===== config.mk =====
export PLATFORM = sky130hd
export DESIGN_NAME = accel_z_temp_irq_status_regs
export DESIGN_NICKNAME = d
export VERILOG_FILES = /design/src/inc/accel_regs_pkg.sv /design/src/accel_z_temp_irq_status_regs.sv
export SDC_FILE = /design/constraint.sdc
export NUM_CORES = 1
export LEC_CHECK = 0
export ABC_AREA = 1
export BUFFER_PORTS_ARGS = -buffer_cell sky130_fd_sc_hd__buf_2
export CAP_MARGIN = 20
export CORE_AREA = 2 2 91 180
export DETAILED_ROUTE_END_ITERATION = 16
export DIE_AREA = 0 0 93 182
export HOLD_SLACK_MARGIN = 0.05
export PLACE_DENSITY = 0.79
export SYNTH_ARGS = -nofsm -noshare
export SYNTH_HDL_FRONTEND = slang
export SYNTH_SLANG_ARGS = --single-unit

===== constraint.sdc =====
create_clock -name aclk -period 2.5 [get_ports aclk]
set_input_delay 0 -clock aclk [delete_from_list [all_inputs] [get_ports aclk]]
set_output_delay 0 -clock aclk [all_outputs]
set_load 0.02 [all_outputs]

===== src/inc/accel_regs_pkg.sv =====
// Purpose: shared constants for the Z data, temperature and event flag register slice
// Assumes: AXI4-Lite register access, 32-bit data, one register per aligned word
// Notes:   register indices are word indices; byte address is four times the index
package accel_regs_pkg;

  // register indices (byte address = index * 4)
  localparam logic [5:0] IDX_Z_LOW      = 6'h06;
  localparam logic [5:0] IDX_Z_HIGH     = 6'h07;
  localparam logic [5:0] IDX_TEMP       = 6'h08;
  localparam logic [5:0] IDX_MOTION     = 6'h09;
  localparam logic [5:0] IDX_DATA_BUF   = 6'h0A;
  localparam logic [5:0] IDX_ORIGIN     = 6'h0B;
  localparam logic [5:0] IDX_CTRL       = 6'h20;
  localparam logic [5:0] IDX_ENABLE     = 6'h21;
  localparam logic [5:0] IDX_IRQ_STATUS = 6'h22;
  localparam logic [5:0] IDX_IRQ_MASK   = 6'h23;

  // flag vector layout
  localparam int NUM_FLAGS      = 11;
  localparam int FLAG_STAP      = 5;
  localparam int FLAG_DTAP      = 4;
  localparam int FLAG_SLOPE     = 2;
  localparam int FLAG_FIFO_FULL = 8;
  localparam int FLAG_QUEUE_LVL = 9;
  localparam int FLAG_DATA_RDY  = 10;

  // control register fields
  localparam int CTRL_SHADOW_DIS = 0;
  localparam int CTRL_LATCH_LSB  = 4;
  localparam int CTRL_LATCH_CLR  = 8;

  // z low byte layout
  localparam int ZLOW_NEW_DATA = 0;

  // latch setting codes
  localparam logic [3:0] LATCH_CODE_NONE_A = 4'h0;
  localparam logic [3:0] LATCH_CODE_NONE_B = 4'h8;
  localparam logic [3:0] LATCH_CODE_PERM_A = 4'h7;
  localparam logic [3:0] LATCH_CODE_PERM_B = 4'hF;

  // reset values
  localparam logic [7:0]  RESET_BYTE  = 8'h00;
  localparam logic [10:0] RESET_FLAGS = 11'h000;
  localparam logic [3:0]  RESET_LATCH = 4'h0;

  // AXI responses
  localparam logic [1:0] RESP_OKAY   = 2'h0;
  localparam logic [1:0] RESP_SLVERR = 2'h2;

  typedef enum logic [1:0] {LATCH_NONE, LATCH_TEMP, LATCH_PERM} latch_kind_e;

endpackage : accel_regs_pkg


===== src/accel_z_temp_irq_status_regs.sv =====
// Purpose: Z high/low data with read lock, temperature and event flag registers
// Assumes: sensor side inputs come from logic on aclk; host reaches it over AXI4-Lite
// Notes:   flags hold per the latch setting; events also raise a masked interrupt
//
// What this block does
// Reading Z low byte with shadowing on freezes Z high until it is read.
// A burst reading low then high gives a consistent sample by itself.
// Host must not trust Z reads during power-up or deepest sleep state.
// Z high register carries sample bits 11 to 4.
// Temperature register holds 8-bit two's complement, zero means 23 C.
// A flag sets only when its function triggers and is enabled.
// Latch setting selects permanent, temporary or no holding of flags.
// Motion flags: flat, orient, single tap, double tap, slow, slope, high, low.
// Data register bit 7 data ready, bit 6 queue level flag.
// Data register bit 5 reads 1 while FIFO full is active; here it sets only while enable bit 8 is set.
// Host treats data register bits 4 to 0 as reserved, writes zero.
// Origin bit 7 gives tap sign, 0 positive, 1 negative.
// Origin bits 6 to 4 give tap axis Z, Y, X.
// Origin bit 3 gives slope sign, 0 positive, 1 negative.
// Origin bits 2 to 0 give slope axis Z, Y, X.
// Z low carries sample bits 3 to 0 in 7 to 4; bit 0 new data.
// Reads leave data unchanged except the lock and the Z low new data bit; writes to read-only registers ignored.
//
// Design decision made here: register access over AXI4-Lite.
`timescale 1ns/1ns
module accel_z_temp_irq_status_regs #(
  parameter int HOLD_CYCLES = 16  // temporary latch hold time in aclk cycles
) (
  input  wire logic        aclk,
  input  wire logic        aresetn,
  input  wire logic [7:0]  awaddr,
  input  wire logic        awvalid,
  output      logic        awready,
  input  wire logic [31:0] wdata,
  input  wire logic [3:0]  wstrb,
  input  wire logic        wvalid,
  output      logic        wready,
  output      logic [1:0]  bresp,
  output      logic        bvalid,
  input  wire logic        bready,
  input  wire logic [7:0]  araddr,
  input  wire logic        arvalid,
  output      logic        arready,
  output      logic [31:0] rdata,
  output      logic [1:0]  rresp,
  output      logic        rvalid,
  input  wire logic        rready,
  input  wire logic [11:0] z_sample,
  input  wire logic        z_sample_valid,
  input  wire logic [7:0]  temp_code,
  input  wire logic        temp_valid,
  input  wire logic [7:0]  motion_evt,
  input  wire logic        data_ready_evt,
  input  wire logic        queue_level_evt,
  input  wire logic        fifo_full_level,
  input  wire logic        tap_sign_in,
  input  wire logic [2:0]  tap_axis_in,
  input  wire logic        slope_sign_in,
  input  wire logic [2:0]  slope_axis_in,
  output      logic        irq
);

  localparam int HW = $clog2(HOLD_CYCLES + 1);
  localparam int NF = accel_regs_pkg::NUM_FLAGS;

  generate
    if (HOLD_CYCLES < 1) begin : g_bad_hold
      $error("HOLD_CYCLES must be at least 1");
    end
  endgenerate

  // word index of an aligned address, with a valid mark
  function automatic logic [6:0] word_of(input logic [7:0] addr);
    word_of = {(addr[1:0] == 2'h0), addr[7:2]};
  endfunction : word_of

  function automatic logic is_mapped(input logic [6:0] w);
    logic [5:0] i;
    i = w[5:0];
    is_mapped = w[6] && ((i >= accel_regs_pkg::IDX_Z_LOW && i <= accel_regs_pkg::IDX_ORIGIN)
                || (i >= accel_regs_pkg::IDX_CTRL && i <= accel_regs_pkg::IDX_IRQ_MASK));
  endfunction : is_mapped

  function automatic accel_regs_pkg::latch_kind_e latch_kind(input logic [3:0] code);
    if (code == accel_regs_pkg::LATCH_CODE_NONE_A || code == accel_regs_pkg::LATCH_CODE_NONE_B)
      latch_kind = accel_regs_pkg::LATCH_NONE;
    else if (code == accel_regs_pkg::LATCH_CODE_PERM_A
             || code == accel_regs_pkg::LATCH_CODE_PERM_B)
      latch_kind = accel_regs_pkg::LATCH_PERM;
    else
      latch_kind = accel_regs_pkg::LATCH_TEMP;
  endfunction : latch_kind

  logic [7:0]    aw_addr_q;
  logic          aw_held;
  logic [31:0]   w_data_q;
  logic [3:0]    w_strb_q;
  logic          w_held;
  logic          do_write;
  logic [6:0]    wr_word;
  logic          rd_fire;
  logic [6:0]    rd_word;
  logic          rd_low;
  logic          rd_high;
  logic [31:0]   next_rdata;
  logic [11:0]   z_live;
  logic          new_data;
  logic [7:0]    z_shadow;
  logic          z_lock;
  logic [7:0]    die_temperature;
  logic          shadow_dis;
  logic [3:0]    latch_mode;
  logic          latch_clr;
  logic [NF-1:0] int_enable;
  logic [NF-1:0] set_vec;
  logic [NF-1:0] flags;
  logic [3:0]    tap_origin;
  logic [3:0]    slope_origin;
  logic [NF-1:0] irq_status;
  logic [NF-1:0] irq_mask;
  logic          wr_hit_low;
  logic          wr_hit_hi;
  accel_regs_pkg::latch_kind_e kind;

  // write channel handshakes; address and data taken in either order
  assign awready  = !aw_held && !bvalid;
  assign wready   = !w_held && !bvalid;
  assign do_write = aw_held && w_held && !bvalid;
  assign wr_word  = word_of(aw_addr_q);
  assign wr_hit_low = do_write && w_strb_q[0];
  assign wr_hit_hi  = do_write && w_strb_q[1];

  // hold write address and data until both are present
  always_ff @(posedge aclk) begin
    if (!aresetn) begin
      aw_held   <= 1'b0;
      aw_addr_q <= accel_regs_pkg::RESET_BYTE;
      w_held    <= 1'b0;
      w_data_q  <= 32'h0000_0000;
      w_strb_q  <= 4'h0;
    end else begin
      if (awvalid && awready) begin
        aw_held   <= 1'b1;
        aw_addr_q <= awaddr;
      end else if (do_write) begin
        aw_held <= 1'b0;
      end
      if (wvalid && wready) begin
        w_held   <= 1'b1;
        w_data_q <= wdata;
        w_strb_q <= wstrb;
      end else if (do_write) begin
        w_held <= 1'b0;
      end
    end
  end

  // write response; unmapped words answer with slave error
  always_ff @(posedge aclk) begin
    if (!aresetn) begin
      bvalid <= 1'b0;
      bresp  <= accel_regs_pkg::RESP_OKAY;
    end else if (do_write) begin
      bvalid <= 1'b1;
      bresp  <= is_mapped(wr_word) ? accel_regs_pkg::RESP_OKAY : accel_regs_pkg::RESP_SLVERR;
    end else if (bready) begin
      bvalid <= 1'b0;
    end
  end

  // software writable control, enable and mask; data registers ignore writes
  always_ff @(posedge aclk) begin
    if (!aresetn) begin
      shadow_dis <= 1'b0;
      latch_mode <= accel_regs_pkg::RESET_LATCH;
      latch_clr  <= 1'b0;
      int_enable <= accel_regs_pkg::RESET_FLAGS;
      irq_mask   <= accel_regs_pkg::RESET_FLAGS;
    end else begin
      latch_clr <= 1'b0;
      if (wr_word == {1'b1, accel_regs_pkg::IDX_CTRL}) begin
        if (wr_hit_low) begin
          shadow_dis <= w_data_q[accel_regs_pkg::CTRL_SHADOW_DIS];
          latch_mode <= w_data_q[accel_regs_pkg::CTRL_LATCH_LSB +: 4];
        end
        if (wr_hit_hi) begin
          latch_clr <= w_data_q[accel_regs_pkg::CTRL_LATCH_CLR];
        end
      end else if (wr_word == {1'b1, accel_regs_pkg::IDX_ENABLE}) begin
        if (wr_hit_low) int_enable[7:0] <= w_data_q[7:0];
        if (wr_hit_hi) int_enable[NF-1:8] <= w_data_q[NF-1:8];
      end else if (wr_word == {1'b1, accel_regs_pkg::IDX_IRQ_MASK}) begin
        if (wr_hit_low) irq_mask[7:0] <= w_data_q[7:0];
        if (wr_hit_hi) irq_mask[NF-1:8] <= w_data_q[NF-1:8];
      end
    end
  end

  // read channel: one read at a time, answered the cycle after it is taken
  assign arready = !rvalid;
  assign rd_fire = arvalid && arready;
  assign rd_word = word_of(araddr);
  assign rd_low  = rd_fire && rd_word == {1'b1, accel_regs_pkg::IDX_Z_LOW};
  assign rd_high = rd_fire && rd_word == {1'b1, accel_regs_pkg::IDX_Z_HIGH};

  // read data selection; reserved and upper bits read zero
  always_comb begin
    next_rdata = 32'h0000_0000;
    if (rd_word == {1'b1, accel_regs_pkg::IDX_Z_LOW}) begin
      next_rdata[7:0] = {z_live[3:0], 3'h0, new_data};
    end else if (rd_word == {1'b1, accel_regs_pkg::IDX_Z_HIGH}) begin
      next_rdata[7:0] = z_lock ? z_shadow : z_live[11:4];
    end else if (rd_word == {1'b1, accel_regs_pkg::IDX_TEMP}) begin
      next_rdata[7:0] = die_temperature;
    end else if (rd_word == {1'b1, accel_regs_pkg::IDX_MOTION}) begin
      next_rdata[7:0] = flags[7:0];
    end else if (rd_word == {1'b1, accel_regs_pkg::IDX_DATA_BUF}) begin
      next_rdata[7:0] = {flags[NF-1:8], 5'h00};
    end else if (rd_word == {1'b1, accel_regs_pkg::IDX_ORIGIN}) begin
      next_rdata[7:0] = {tap_origin, slope_origin};
    end else if (rd_word == {1'b1, accel_regs_pkg::IDX_CTRL}) begin
      next_rdata[7:0] = {latch_mode, 3'h0, shadow_dis};
    end else if (rd_word == {1'b1, accel_regs_pkg::IDX_ENABLE}) begin
      next_rdata[NF-1:0] = int_enable;
    end else if (rd_word == {1'b1, accel_regs_pkg::IDX_IRQ_STATUS}) begin
      next_rdata[NF-1:0] = irq_status;
    end else if (rd_word == {1'b1, accel_regs_pkg::IDX_IRQ_MASK}) begin
      next_rdata[NF-1:0] = irq_mask;
    end
  end

  // registered read answer
  always_ff @(posedge aclk) begin
    if (!aresetn) begin
      rvalid <= 1'b0;
      rdata  <= 32'h0000_0000;
      rresp  <= accel_regs_pkg::RESP_OKAY;
    end else if (rd_fire) begin
      rvalid <= 1'b1;
      rdata  <= next_rdata;
      rresp  <= is_mapped(rd_word) ? accel_regs_pkg::RESP_OKAY : accel_regs_pkg::RESP_SLVERR;
    end else if (rready) begin
      rvalid <= 1'b0;
    end
  end

  // live Z sample and its new data mark; a fresh sample beats the read clear
  always_ff @(posedge aclk) begin
    if (!aresetn) begin
      z_live   <= 12'h000;
      new_data <= 1'b0;
    end else begin
      if (z_sample_valid) z_live <= z_sample;
      if (z_sample_valid) new_data <= 1'b1;
      else if (rd_low) new_data <= 1'b0;
    end
  end

  // high byte lock: low byte read captures, high byte read releases
  always_ff @(posedge aclk) begin
    if (!aresetn) begin
      z_shadow <= accel_regs_pkg::RESET_BYTE;
      z_lock   <= 1'b0;
    end else if (rd_low && !shadow_dis) begin
      z_shadow <= z_live[11:4];
      z_lock   <= 1'b1;
    end else if (rd_high) begin
      z_lock <= 1'b0;
    end
  end

  // temperature readout
  always_ff @(posedge aclk) begin
    if (!aresetn) die_temperature <= accel_regs_pkg::RESET_BYTE;
    else if (temp_valid) die_temperature <= temp_code;
  end

  // trigger vector, gated by each function's enable
  assign set_vec = {data_ready_evt, queue_level_evt, fifo_full_level, motion_evt}
                   & int_enable;
  assign kind = latch_kind(latch_mode);

  // one flag holder per event, behaviour chosen by the latch setting
  generate
    for (genvar i = 0; i < NF; i++) begin : g_flag
      logic [HW-1:0] hold;
      always_ff @(posedge aclk) begin
        if (!aresetn) begin
          flags[i] <= 1'b0;
          hold     <= '0;
        end else if (set_vec[i]) begin
          flags[i] <= 1'b1;
          hold     <= HW'(HOLD_CYCLES);
        end else begin
          case (kind)
            accel_regs_pkg::LATCH_NONE: flags[i] <= 1'b0;
            accel_regs_pkg::LATCH_TEMP: begin
              if (hold <= HW'(1)) flags[i] <= 1'b0;
              if (hold != '0) hold <= hold - HW'(1);
            end
            default: if (latch_clr) flags[i] <= 1'b0;
          endcase
        end
      end
    end
  endgenerate

  // tap and slope origin captured with their events
  always_ff @(posedge aclk) begin
    if (!aresetn) begin
      tap_origin   <= 4'h0;
      slope_origin <= 4'h0;
    end else begin
      if (set_vec[accel_regs_pkg::FLAG_STAP] || set_vec[accel_regs_pkg::FLAG_DTAP])
        tap_origin <= {tap_sign_in, tap_axis_in};
      if (set_vec[accel_regs_pkg::FLAG_SLOPE])
        slope_origin <= {slope_sign_in, slope_axis_in};
    end
  end

  // sticky interrupt status, write one to clear, new events win
  always_ff @(posedge aclk) begin
    if (!aresetn) begin
      irq_status <= accel_regs_pkg::RESET_FLAGS;
    end else begin
      irq_status <= (irq_status & ~((wr_word == {1'b1, accel_regs_pkg::IDX_IRQ_STATUS})
                    ? ({{(NF-8){wr_hit_hi}}, {8{wr_hit_low}}} & w_data_q[NF-1:0])
                    : accel_regs_pkg::RESET_FLAGS)) | set_vec;
    end
  end

  // level interrupt from unmasked status
  assign irq = |(irq_status & irq_mask);
endmodule : accel_z_temp_irq_status_regs

==> impl_metrics.json, run 1 <==
{
  "r2r-end": "rresp[1]",
  "nFillCells": 1249,
  "cts_made_buffers": 17,
  "crit_end": "rresp[1]",
  "synthTopCellsByCount": "nand2_1 (229), dfxtp_1 (181), nor2_1 (164), inv_1 (132), a21oi_1 (122)",
  "max_slew_margin": 0.505,
  "wirelength_mm": 23.7,
  "grt_util_all_layers": 0.286,
  "worst_r2r_path_depth": 6,
  "fin_cells": 1607,
  "syn2layout_area_growth_pct": 23.8,
  "worst_pin_slew_ns": 0.741,
  "cp-end-kind": "register",
  "multi_input_area_um2": 4330,
  "hp-class": "input pin to register",
  "ios": 142,
  "crit_start": "rvalid",
  "gr-total-overflow": 0,
  "ys_ff_latch": 181,
  "nets": 1526,
  "seq_area_frac_synth": 0.416,
  "r2r_slack_ns": 0.45,
  "synthCells": 1212,
  "power_leakage_nw": 4.69,
  "ir_drop_mv": 0.496,
  "synth_area_um2": 8700,
  "worst_ep_required_time_ns": 2.88,
  "total_power_mw": 6.30,
  "synth-edff-count": 0,
  "fmax_ghz": 0.487,
  "setup_violations": 0,
  "netlist_top_cells_area": "dfxtp_1 (42%), nand2_1 (9.9%), nor2_1 (7.1%), a21oi_1 (7.0%), o21ai_0 (5.9%)",
  "setup_tns_ns": 0,
  "die_w_um": 93,
  "grt_setup_unrepaired": "no",
  "post-synth-top-count-cell": "nand2_1",
  "finalCritPeriodShare": 0.821,
  "maxCapViolations": 0,
  "diodes": 0,
  "place_hpwl_mm": 15.8,
  "die_area_um2": 16900,
  "fin_crit_ns": 2.05,
  "status": "finished clean",
  "cts_setup_buffers": 0,
  "drc": 0,
  "regArea_um2": 3620,
  "synth_top_area_frac": 0.416,
  "cts_buffer_depth": 2,
  "insertion_delay_ns": 0.44,
  "crit_fanout": 12,
  "synth_ff_type": "dfxtp_1",
  "grt_first_pass_wirelength_mm": 38.9,
  "drtIter0Drc": 559,
  "firstDrtPassIters": 6,
  "vias": 8696,
  "drive_above_1_share": 0.112,
  "first_global_vias": 8424,
  "core_um2": 15600,
  "antenna_left": 0,
  "reg2reg_from": "rvalid",
  "synth_warnings": 0,
  "async_flop_share": 0,
  "fin_skew_ns": 0.0144,
  "power_density_nw_per_um2": 585,
  "final_util": 0.690,
  "netlist-cell-type-count": 41,
  "grt_max_degree": 67,
  "wl_per_cell_um": 14.7,
  "crit_path_start_kind": "register",
  "synth_area_per_cell_um2": 7.18,
  "cp.arrival_ns": 2.43,
  "root_buffer": "clkbuf_16",
  "criticalPathCategory": "register to register",
  "htreeDepth": 4,
  "clkSlewWorstSetupHoldPaths_ns": 0.07,
  "die_h_um": 182,
  "place.gp.congestion": 0.910,
  "start_util": 0.557,
  "numClockSinks": 181,
  "finalHoldViolCount": 0,
  "antenna_found_initial": 0,
  "fp-row-count": 65,
  "cts_tree": "yes",
  "yosys.area.top_type": "dfxtp_1",
  "maxSlewViolCount": 0,
  "dp.cells": 1485,
  "io_buffers": 95,
  "viasPerCell": 5.41
}
-- flip-flops by register name, indices dropped and copies added (netlist names), 4 cells and up --
signal / count
aw_addr_q: 8
die_temperature: 8
flags: 11
g_flag.hold: 55
int_enable: 11
irq_mask: 11
irq_status: 11
latch_mode: 4
rdata: 11
slope_origin: 4
tap_origin: 4
w_data_q: 11
z_live: 12
z_shadow: 8
-- report_power, final --
part | internal [mW] | switching (mW) | leakage (nW) | total, mW
clock network | 1.53 | 1.27 | 0.295 | 2.80
logic | 0.218 | 0.298 | 2.93 | 0.516
registers | 2.94 | 0.0377 | 1.47 | 2.98
-- through the flow --
| step | hold WS (ns) | worst slack, ns | area, um^2 |
|---|---|---|---|
| floorplan | 0.135 | 0.993 | 8790 |
| global route | 0.0778 | 0.248 | 10800 |
| finish | 0.0821 | 0.448 | 10800 |
| CTS | 0.0524 | 0.490 | 10800 |
| global placement | 0.221 | 0.631 | 9260 |
| detailed placement | 0.232 | 0.582 | 9260 |
-- worst max-delay path, cell delays in order (launching register included) --
cell and delay [ns]:
dfxtp_1 0.32, inv_1 0.08, nand2_1 0.24, inv_1 0.45, o21ai_0 0.13, a41oi_1 0.21, dlygate4sd3_1 0.56
-- repair_timing --
item                                    in CTS  in global routing
hold buffers                                90                  0
gates resized for setup                      0                  0
endpoints found under the hold margin       85                  0
endpoints found under the setup margin       0                  0
-- worst min path at each step --
stage	endpoint	from	slack, ns	cells past startpoint
after detailed placement	z_live[6]	z_sample[6]	0.23	3
after global routing	flags[4]	motion_evt[4]	0.08	3
final	irq_status[4]	motion_evt[4]	0.08	3
after floorplan	z_live[0]	z_sample[0]	0.13	2
after global placement	z_live[2]	z_sample[2]	0.22	3
after CTS	irq_status[4]	motion_evt[4]	0.05	3
-- layout by cell type (no fill, tap or decap), types with 19 or more instances in the layout --
cell and instances:
nor4_1 19, conb_1 23, dfxtp_1 181, a21oi_1 122, o21ai_0 103, nand2_1 229
dlygate4sd3_1 90, inv_1 131, buf_2 95, ha_1 33, nand3_1 65, nor2_1 164
a211oi_1 26
-- metal layers --
layer | GRT usage | vias to the layer above | part of all wire
met5 | 0 | - | 0
met4 | 0.123 | 0 | 0.032
met3 | 0.0568 | 57 | 0.057
met2 | 0.504 | 319 | 0.51
met1 | 0.330 | 3999 | 0.40
li1 | - | 4321 | -
-- area by class of cell --
cell class | instances | share of cell area
Clock buffer | 18 | 0.0398
Timing Repair Buffer | 195 | 0.135
Inverter | 134 | 0.0467
Clock inverter | 14 | 0.0172
Multi-Input combinational cell | 864 | 0.402
Tap cell | 201 | 0.0233
Sequential cell | 181 | 0.336
-- cell families (layout without fill, tap and decap cells) --
family | count (synthesis) | in the layout | share of synthesized area
AND/OR/NAND/NOR | 534 | 534 | 0.268
buffers and inverters | 189 | 361 | 0.0953
adder cells (fa/ha/maj) | 33 | 33 | 0.0474
flip-flops | 181 | 181 | 0.416
XOR/XNOR | 3 | 3 | 0.00302
AO/OA/AOI/OAI | 271 | 271 | 0.170
other | 1 | 23 | 0.000431
Power figures use the tool's default switching activity.
==> run 2: changes to the inputs <==
--- a/config.mk
+++ b/config.mk
@@ -8,11 +8,11 @@
 export ABC_AREA = 1
 export BUFFER_PORTS_ARGS = -buffer_cell sky130_fd_sc_hd__buf_2
 export CAP_MARGIN = 20
-export CORE_AREA = 2 2 91 180
+export CORE_AREA = 2 2 96 190
 export DETAILED_ROUTE_END_ITERATION = 16
-export DIE_AREA = 0 0 93 182
+export DIE_AREA = 0 0 98 192
 export HOLD_SLACK_MARGIN = 0.05
-export PLACE_DENSITY = 0.79
+export PLACE_DENSITY = 0.75
 export SYNTH_ARGS = -nofsm -noshare
 export SYNTH_HDL_FRONTEND = slang
 export SYNTH_SLANG_ARGS = --single-unit
==> constraint.sdc (replaced) <==
create_clock -name aclk -period 1.8 [get_ports aclk]
set_input_delay 0 -clock aclk [delete_from_list [all_inputs] [get_ports aclk]]
set_output_delay 0 -clock aclk [all_outputs]
set_load 0.02 [all_outputs]
==> impl_metrics.json, run 2 (synthesized netlist as in run 1, its figures left out) <==
{
  "status": "finished with violations",
  "violations": "DRC",
  "place_ws_ns": 0.0528,
  "grt_first_pass_wirelength_mm": 39.5,
  "htreeDepth": 4,
  "layout_commonest_cell": "nand2_1",
  "fin_crit_ns": 1.70,
  "fin_ws_ns": 0.0986,
  "wl_per_cell_um": 14.9,
  "start_util": 0.504,
  "fp-row-count": 68,
  "setup_violations": 0,
  "maxSlewViolCount": 0,
  "largest_register_ffs": 55,
  "nFillCells": 1444,
  "antenna_left": 0,
  "die_area_um2": 18800,
  "layout_common_cells": "nand2_1 (227), dfxtp_1 (181), nor2_1 (160)",
  "vias": 8752,
  "crit_path_start_kind": "register",
  "place_hpwl_mm": 16.9,
  "numClockSinks": 181,
  "worst_pin_slew_ns": 0.626,
  "power_density_nw_per_um2": 782,
  "max_slew_margin": 0.582,
  "clkSlewWorstSetupHoldPaths_ns": 0.07,
  "regArea_um2": 3620,
  "cp.arrival_ns": 2.01,
  "reg_top3": "g_flag.hold: 55 flops, z_live: 12 flops",
  "antenna_found_initial": 0,
  "finalCritPeriodShare": 0.945,
  "drtIter0Drc": 507,
  "fin_skew_ns": 0.00948,
  "cts_buffer_depth": 2,
  "viasPerCell": 5.37,
  "crit_fanout": 8,
  "multi_input_area_um2": 4440,
  "io_buffers": 95,
  "gr-total-overflow": 0,
  "ios": 142,
  "worst_ep_required_time_ns": 2.11,
  "first_global_vias": 8779,
  "root_buffer": "clkbuf_16",
  "grt_setup_unrepaired": "yes",
  "drc": 4,
  "firstDrtPassIters": 11,
  "ir_drop_mv": 0.660,
  "core_um2": 17300,
  "wirelength_mm": 24.3,
  "die_h_um": 192,
  "insertion_delay_ns": 0.43,
  "grt_max_degree": 72,
  "fmax_ghz": 0.588,
  "cts_made_buffers": 17,
  "die_w_um": 98,
  "syn2layout_area_growth_pct": 26.2,
  "nets": 1539,
  "maxCapViolations": 0,
  "drive_above_1_share": 0.135,
  "power_leakage_nw": 4.77,
  "largest-register": "g_flag.hold",
  "criticalPathCategory": "register to register",
  "setup_tns_ns": 0,
  "place.gp.congestion": 0.939,
  "cp-end-kind": "register",
  "grt_util_all_layers": 0.259,
  "finalHoldViolCount": 0,
  "cts_tree": "yes",
  "hp-class": "input pin to register"
}
[run 2: cell type report]
type,count,share of cell area
well taps,210,0.0239
repair buffers,208,0.144
inverters,134,0.0458
clock buffers,18,0.0391
flip-flops and latches,181,0.330
clock inverters,14,0.0136
multi-input cells,864,0.404
diodes,1,0.000228
[run 2: routing by layer]
| layer | vias to the layer above | part of all wire | global-route usage |
|---|---|---|---|
| met5 | - | 0 | 0 |
| met4 | 0 | 0.063 | 0.171 |
| met3 | 108 | 0.032 | 0.0313 |
| met2 | 275 | 0.53 | 0.499 |
| met1 | 4034 | 0.37 | 0.252 |
| li1 | 4335 | - | - |
[run 2: metrics by stage]
stage	instances	util	hold WS, ns	power [mW]	instance area (um^2)
2_1_floorplan	1234	-	0.135	4.60	8790
3_3_place_gp	1509	0.545	0.222	4.77	9410
3_5_place_dp	1509	0.545	0.227	4.78	9410
4_1_cts	1627	0.628	0.0513	8.57	10900
5_1_grt	1629	0.636	0.0694	8.89	11000
6_report	1630	0.636	0.0639	8.60	11000
[run 2: where the power goes]
part	internal (mW)	total [mW]	switching, mW	leakage, nW
sequential	4.09	4.15	0.0581	1.47
clock	2.06	3.72	1.66	0.274
combinational	0.304	0.731	0.427	3.03
total	6.45	8.60	2.14	4.77
[run 2: path summary, 6_finish.rpt]
check | start | endpoint | slack (ns) | cells after the start
worst max-delay path | aw_addr_q[0] | irq_status[4] | 0.1 | 9
worst min-delay path | z_sample_valid | z_live[3] | 0.06 | 3
worst max register to register | aw_addr_q[0] | irq_status[4] | 0.1 | 9
worst min register to register | z_shadow[7] | z_shadow[7] | 0.46 | 2
[run 2: worst max-delay path: stages, from the launching register on]
cell and delay (ns):
dfxtp_1 0.31, or2_1 0.24, nor3_2 0.12, inv_2 0.07
nor2_1 0.15, inv_1 0.12, nor3_4 0.20, nand2_4 0.12
o21ai_0 0.16, a21oi_1 0.08
[run 2: repair_timing]
item / CTS / global route
setup endpoints to repair: 0 / 57
hold endpoints to repair: 89 / 0
resized for setup: 0 / 28
setup buffers: 0 / 2
hold buffers: 86 / 0
==> run 3: changes to the inputs <==
--- a/config.mk
+++ b/config.mk
@@ -6,13 +6,12 @@
 export NUM_CORES = 1
 export LEC_CHECK = 0
 export ABC_AREA = 1
-export BUFFER_PORTS_ARGS = -buffer_cell sky130_fd_sc_hd__buf_2
 export CAP_MARGIN = 20
-export CORE_AREA = 2 2 96 190
+export CORE_AREA = 2 2 115 229
 export DETAILED_ROUTE_END_ITERATION = 16
-export DIE_AREA = 0 0 98 192
+export DIE_AREA = 0 0 117 231
+export DONT_BUFFER_PORTS = 1
 export HOLD_SLACK_MARGIN = 0.05
-export PLACE_DENSITY = 0.75
 export SYNTH_ARGS = -nofsm -noshare
 export SYNTH_HDL_FRONTEND = slang
 export SYNTH_SLANG_ARGS = --single-unit
==> impl_metrics.json, run 3 (synthesized netlist as in run 1, its figures left out) <==
{
  "status": "finished with violations",
  "violations": "hold timing",
  "maxSlewViolCount": 0,
  "worst_r2r_path_depth": 7,
  "antenna_found_initial": 0,
  "grt_first_pass_wirelength_mm": 39.6,
  "fin_ws_ns": 0.0634,
  "crit_path_start_kind": "register",
  "layout_commonest_cell": "nand2_1",
  "fp-row-count": 83,
  "criticalPathCategory": "register to register",
  "power_leakage_nw": 4.64,
  "sw_frac_of_total": 0.241,
  "die_h_um": 231,
  "insertion_delay_ns": 0.43,
  "drtIter0Drc": 512,
  "min_path_cells": 3,
  "hp-class": "input pin to register",
  "diodes": 0,
  "reg_top3": "g_flag.hold: 55 flops, z_live: 12 flops",
  "wl_per_cell_um": 14.4,
  "first_global_vias": 8299,
  "clkSlewWorstSetupHoldPaths_ns": 0.07,
  "maxCapViolations": 0,
  "whs_endpoint": "rresp[1]",
  "cts_made_buffers": 17,
  "viasPerCell": 4.92,
  "r2r_slack_ns": 0.06,
  "drive_above_1_share": 0.0730,
  "core_um2": 25400,
  "combPwrFrac": 0.086,
  "start_util": 0.342,
  "reg2reg_from": "bvalid",
  "cts_tree": "yes",
  "vias": 8412,
  "wirelength_mm": 24.6,
  "io_buffers": 0,
  "largest_register_ffs": 55,
  "htreeDepth": 4,
  "die_area_um2": 27000,
  "intPower_mw": 6.53,
  "worstHoldStart": "araddr[3]",
  "cp-end-kind": "register",
  "die_w_um": 117,
  "cp.arrival_ns": 2.05,
  "numClockSinks": 181,
  "gr-total-overflow": 0,
  "grt_util_all_layers": 0.185,
  "dpl_cell_area_um2": 9070,
  "place_ws_ns": 0.0591,
  "worst_pin_slew_ns": 0.531,
  "final_util": 0.438,
  "setup_tns_ns": 0,
  "largest-register": "g_flag.hold",
  "place_hpwl_mm": 16.8,
  "root_buffer": "clkbuf_16",
  "ios": 142,
  "drc": 0,
  "switchingPower_mw": 2.07,
  "setup_violations": 0,
  "r2r-end": "w_data_q[0]",
  "crit_fanout": 26,
  "pwr-share-clk": 0.431,
  "place.gp.congestion": 0.902,
  "cts_buffer_depth": 2,
  "syn2layout_area_growth_pct": 28.1,
  "layout_common_cells": "nand2_1 (226), dfxtp_1 (181), nor2_1 (158)",
  "worst_ep_required_time_ns": 2.12,
  "max_slew_margin": 0.644,
  "antenna_left": 0,
  "grt_max_degree": 63,
  "firstDrtPassIters": 5,
  "ir_drop_mv": 0.812,
  "sequentialPowerShare": 0.483,
  "nFillCells": 2473,
  "fin_crit_ns": 1.74,
  "fmax_ghz": 0.576,
  "power_density_nw_per_um2": 772,
  "final_area_um2": 11100,
  "whs_ns": -0.0186,
  "fin_skew_ns": 0.00913,
  "finalHoldViolCount": 1,
  "nets": 1491,
  "finalCritPeriodShare": 0.965
}
run 3: how the worst max path moves through the flow:
stage | endpoint | start | slack, ns
5_1_grt | int_enable[3] | aw_addr_q[0] | -0.04
2_1_floorplan | irq_status[1] | aw_addr_q[0] | 0.29
4_1_cts | w_data_q[2] | bvalid | 0.01
6_report | w_data_q[0] | bvalid | 0.06
3_3_place_gp | irq_status[1] | aw_addr_q[0] | 0.1
3_5_place_dp | irq_status[5] | aw_addr_q[0] | 0.06
run 3: timing repair:
action	CTS	global route
buffers inserted	0	4
endpoints found under the hold margin	144	0
hold buffers	131	0
gates resized for setup	0	40
endpoints found under the setup margin	0	66
run 3: final cells by class:
| cell class | instances | area [um^2] | share of cell area |
|---|---|---|---|
| Clock buffer | 19 | 453 | 0.0406 |
| Clock inverter | 12 | 129 | 0.0116 |
| Inverter | 134 | 507 | 0.0455 |
| Multi-Input combinational cell | 864 | 4430 | 0.397 |
| Sequential cell | 181 | 3620 | 0.325 |
| Tap cell | 340 | 425 | 0.0382 |
| Timing Repair Buffer | 159 | 1580 | 0.141 |
| Timing Repair inverter | 1 | 7.51 | 0.000673 |
run 3: metal layers:
metal	GRT usage	vias to the layer above	wire length (um)
li1	-	4244	-
met1	0.227	3863	10600
met2	0.302	246	11800
met3	0.0417	59	1330
met4	0.0890	0	922
met5	0	-	0
run 3: metrics by stage:
step	instances	power [mW]
floorplan	1234	4.60
global placement	1544	4.65
detailed placement	1544	4.66
CTS	1706	8.63
global route	1710	8.92
finish	1710	8.60
run 3: critical path, cell delays in order, from the launching register on:
cell           delay (ns)
dfxtp_1              0.31
buf_4                0.17
nor2_4               0.12
nand2_2              0.08
buf_12               0.16
o21ai_1              0.14
a21oi_1              0.05
dlygate4sd3_1        0.57
run 3: power groups by stage:
stage | Combinational (mW) | Clock [mW] | Sequential [mW]
6_report | 0.737 | 3.71 | 4.16
5_1_grt | 0.805 | 3.96 | 4.16
4_1_cts | 0.684 | 3.80 | 4.15
3_5_place_dp | 0.420 | 0 | 4.24
3_3_place_gp | 0.410 | 0 | 4.24
2_1_floorplan | 0.372 | 0 | 4.23
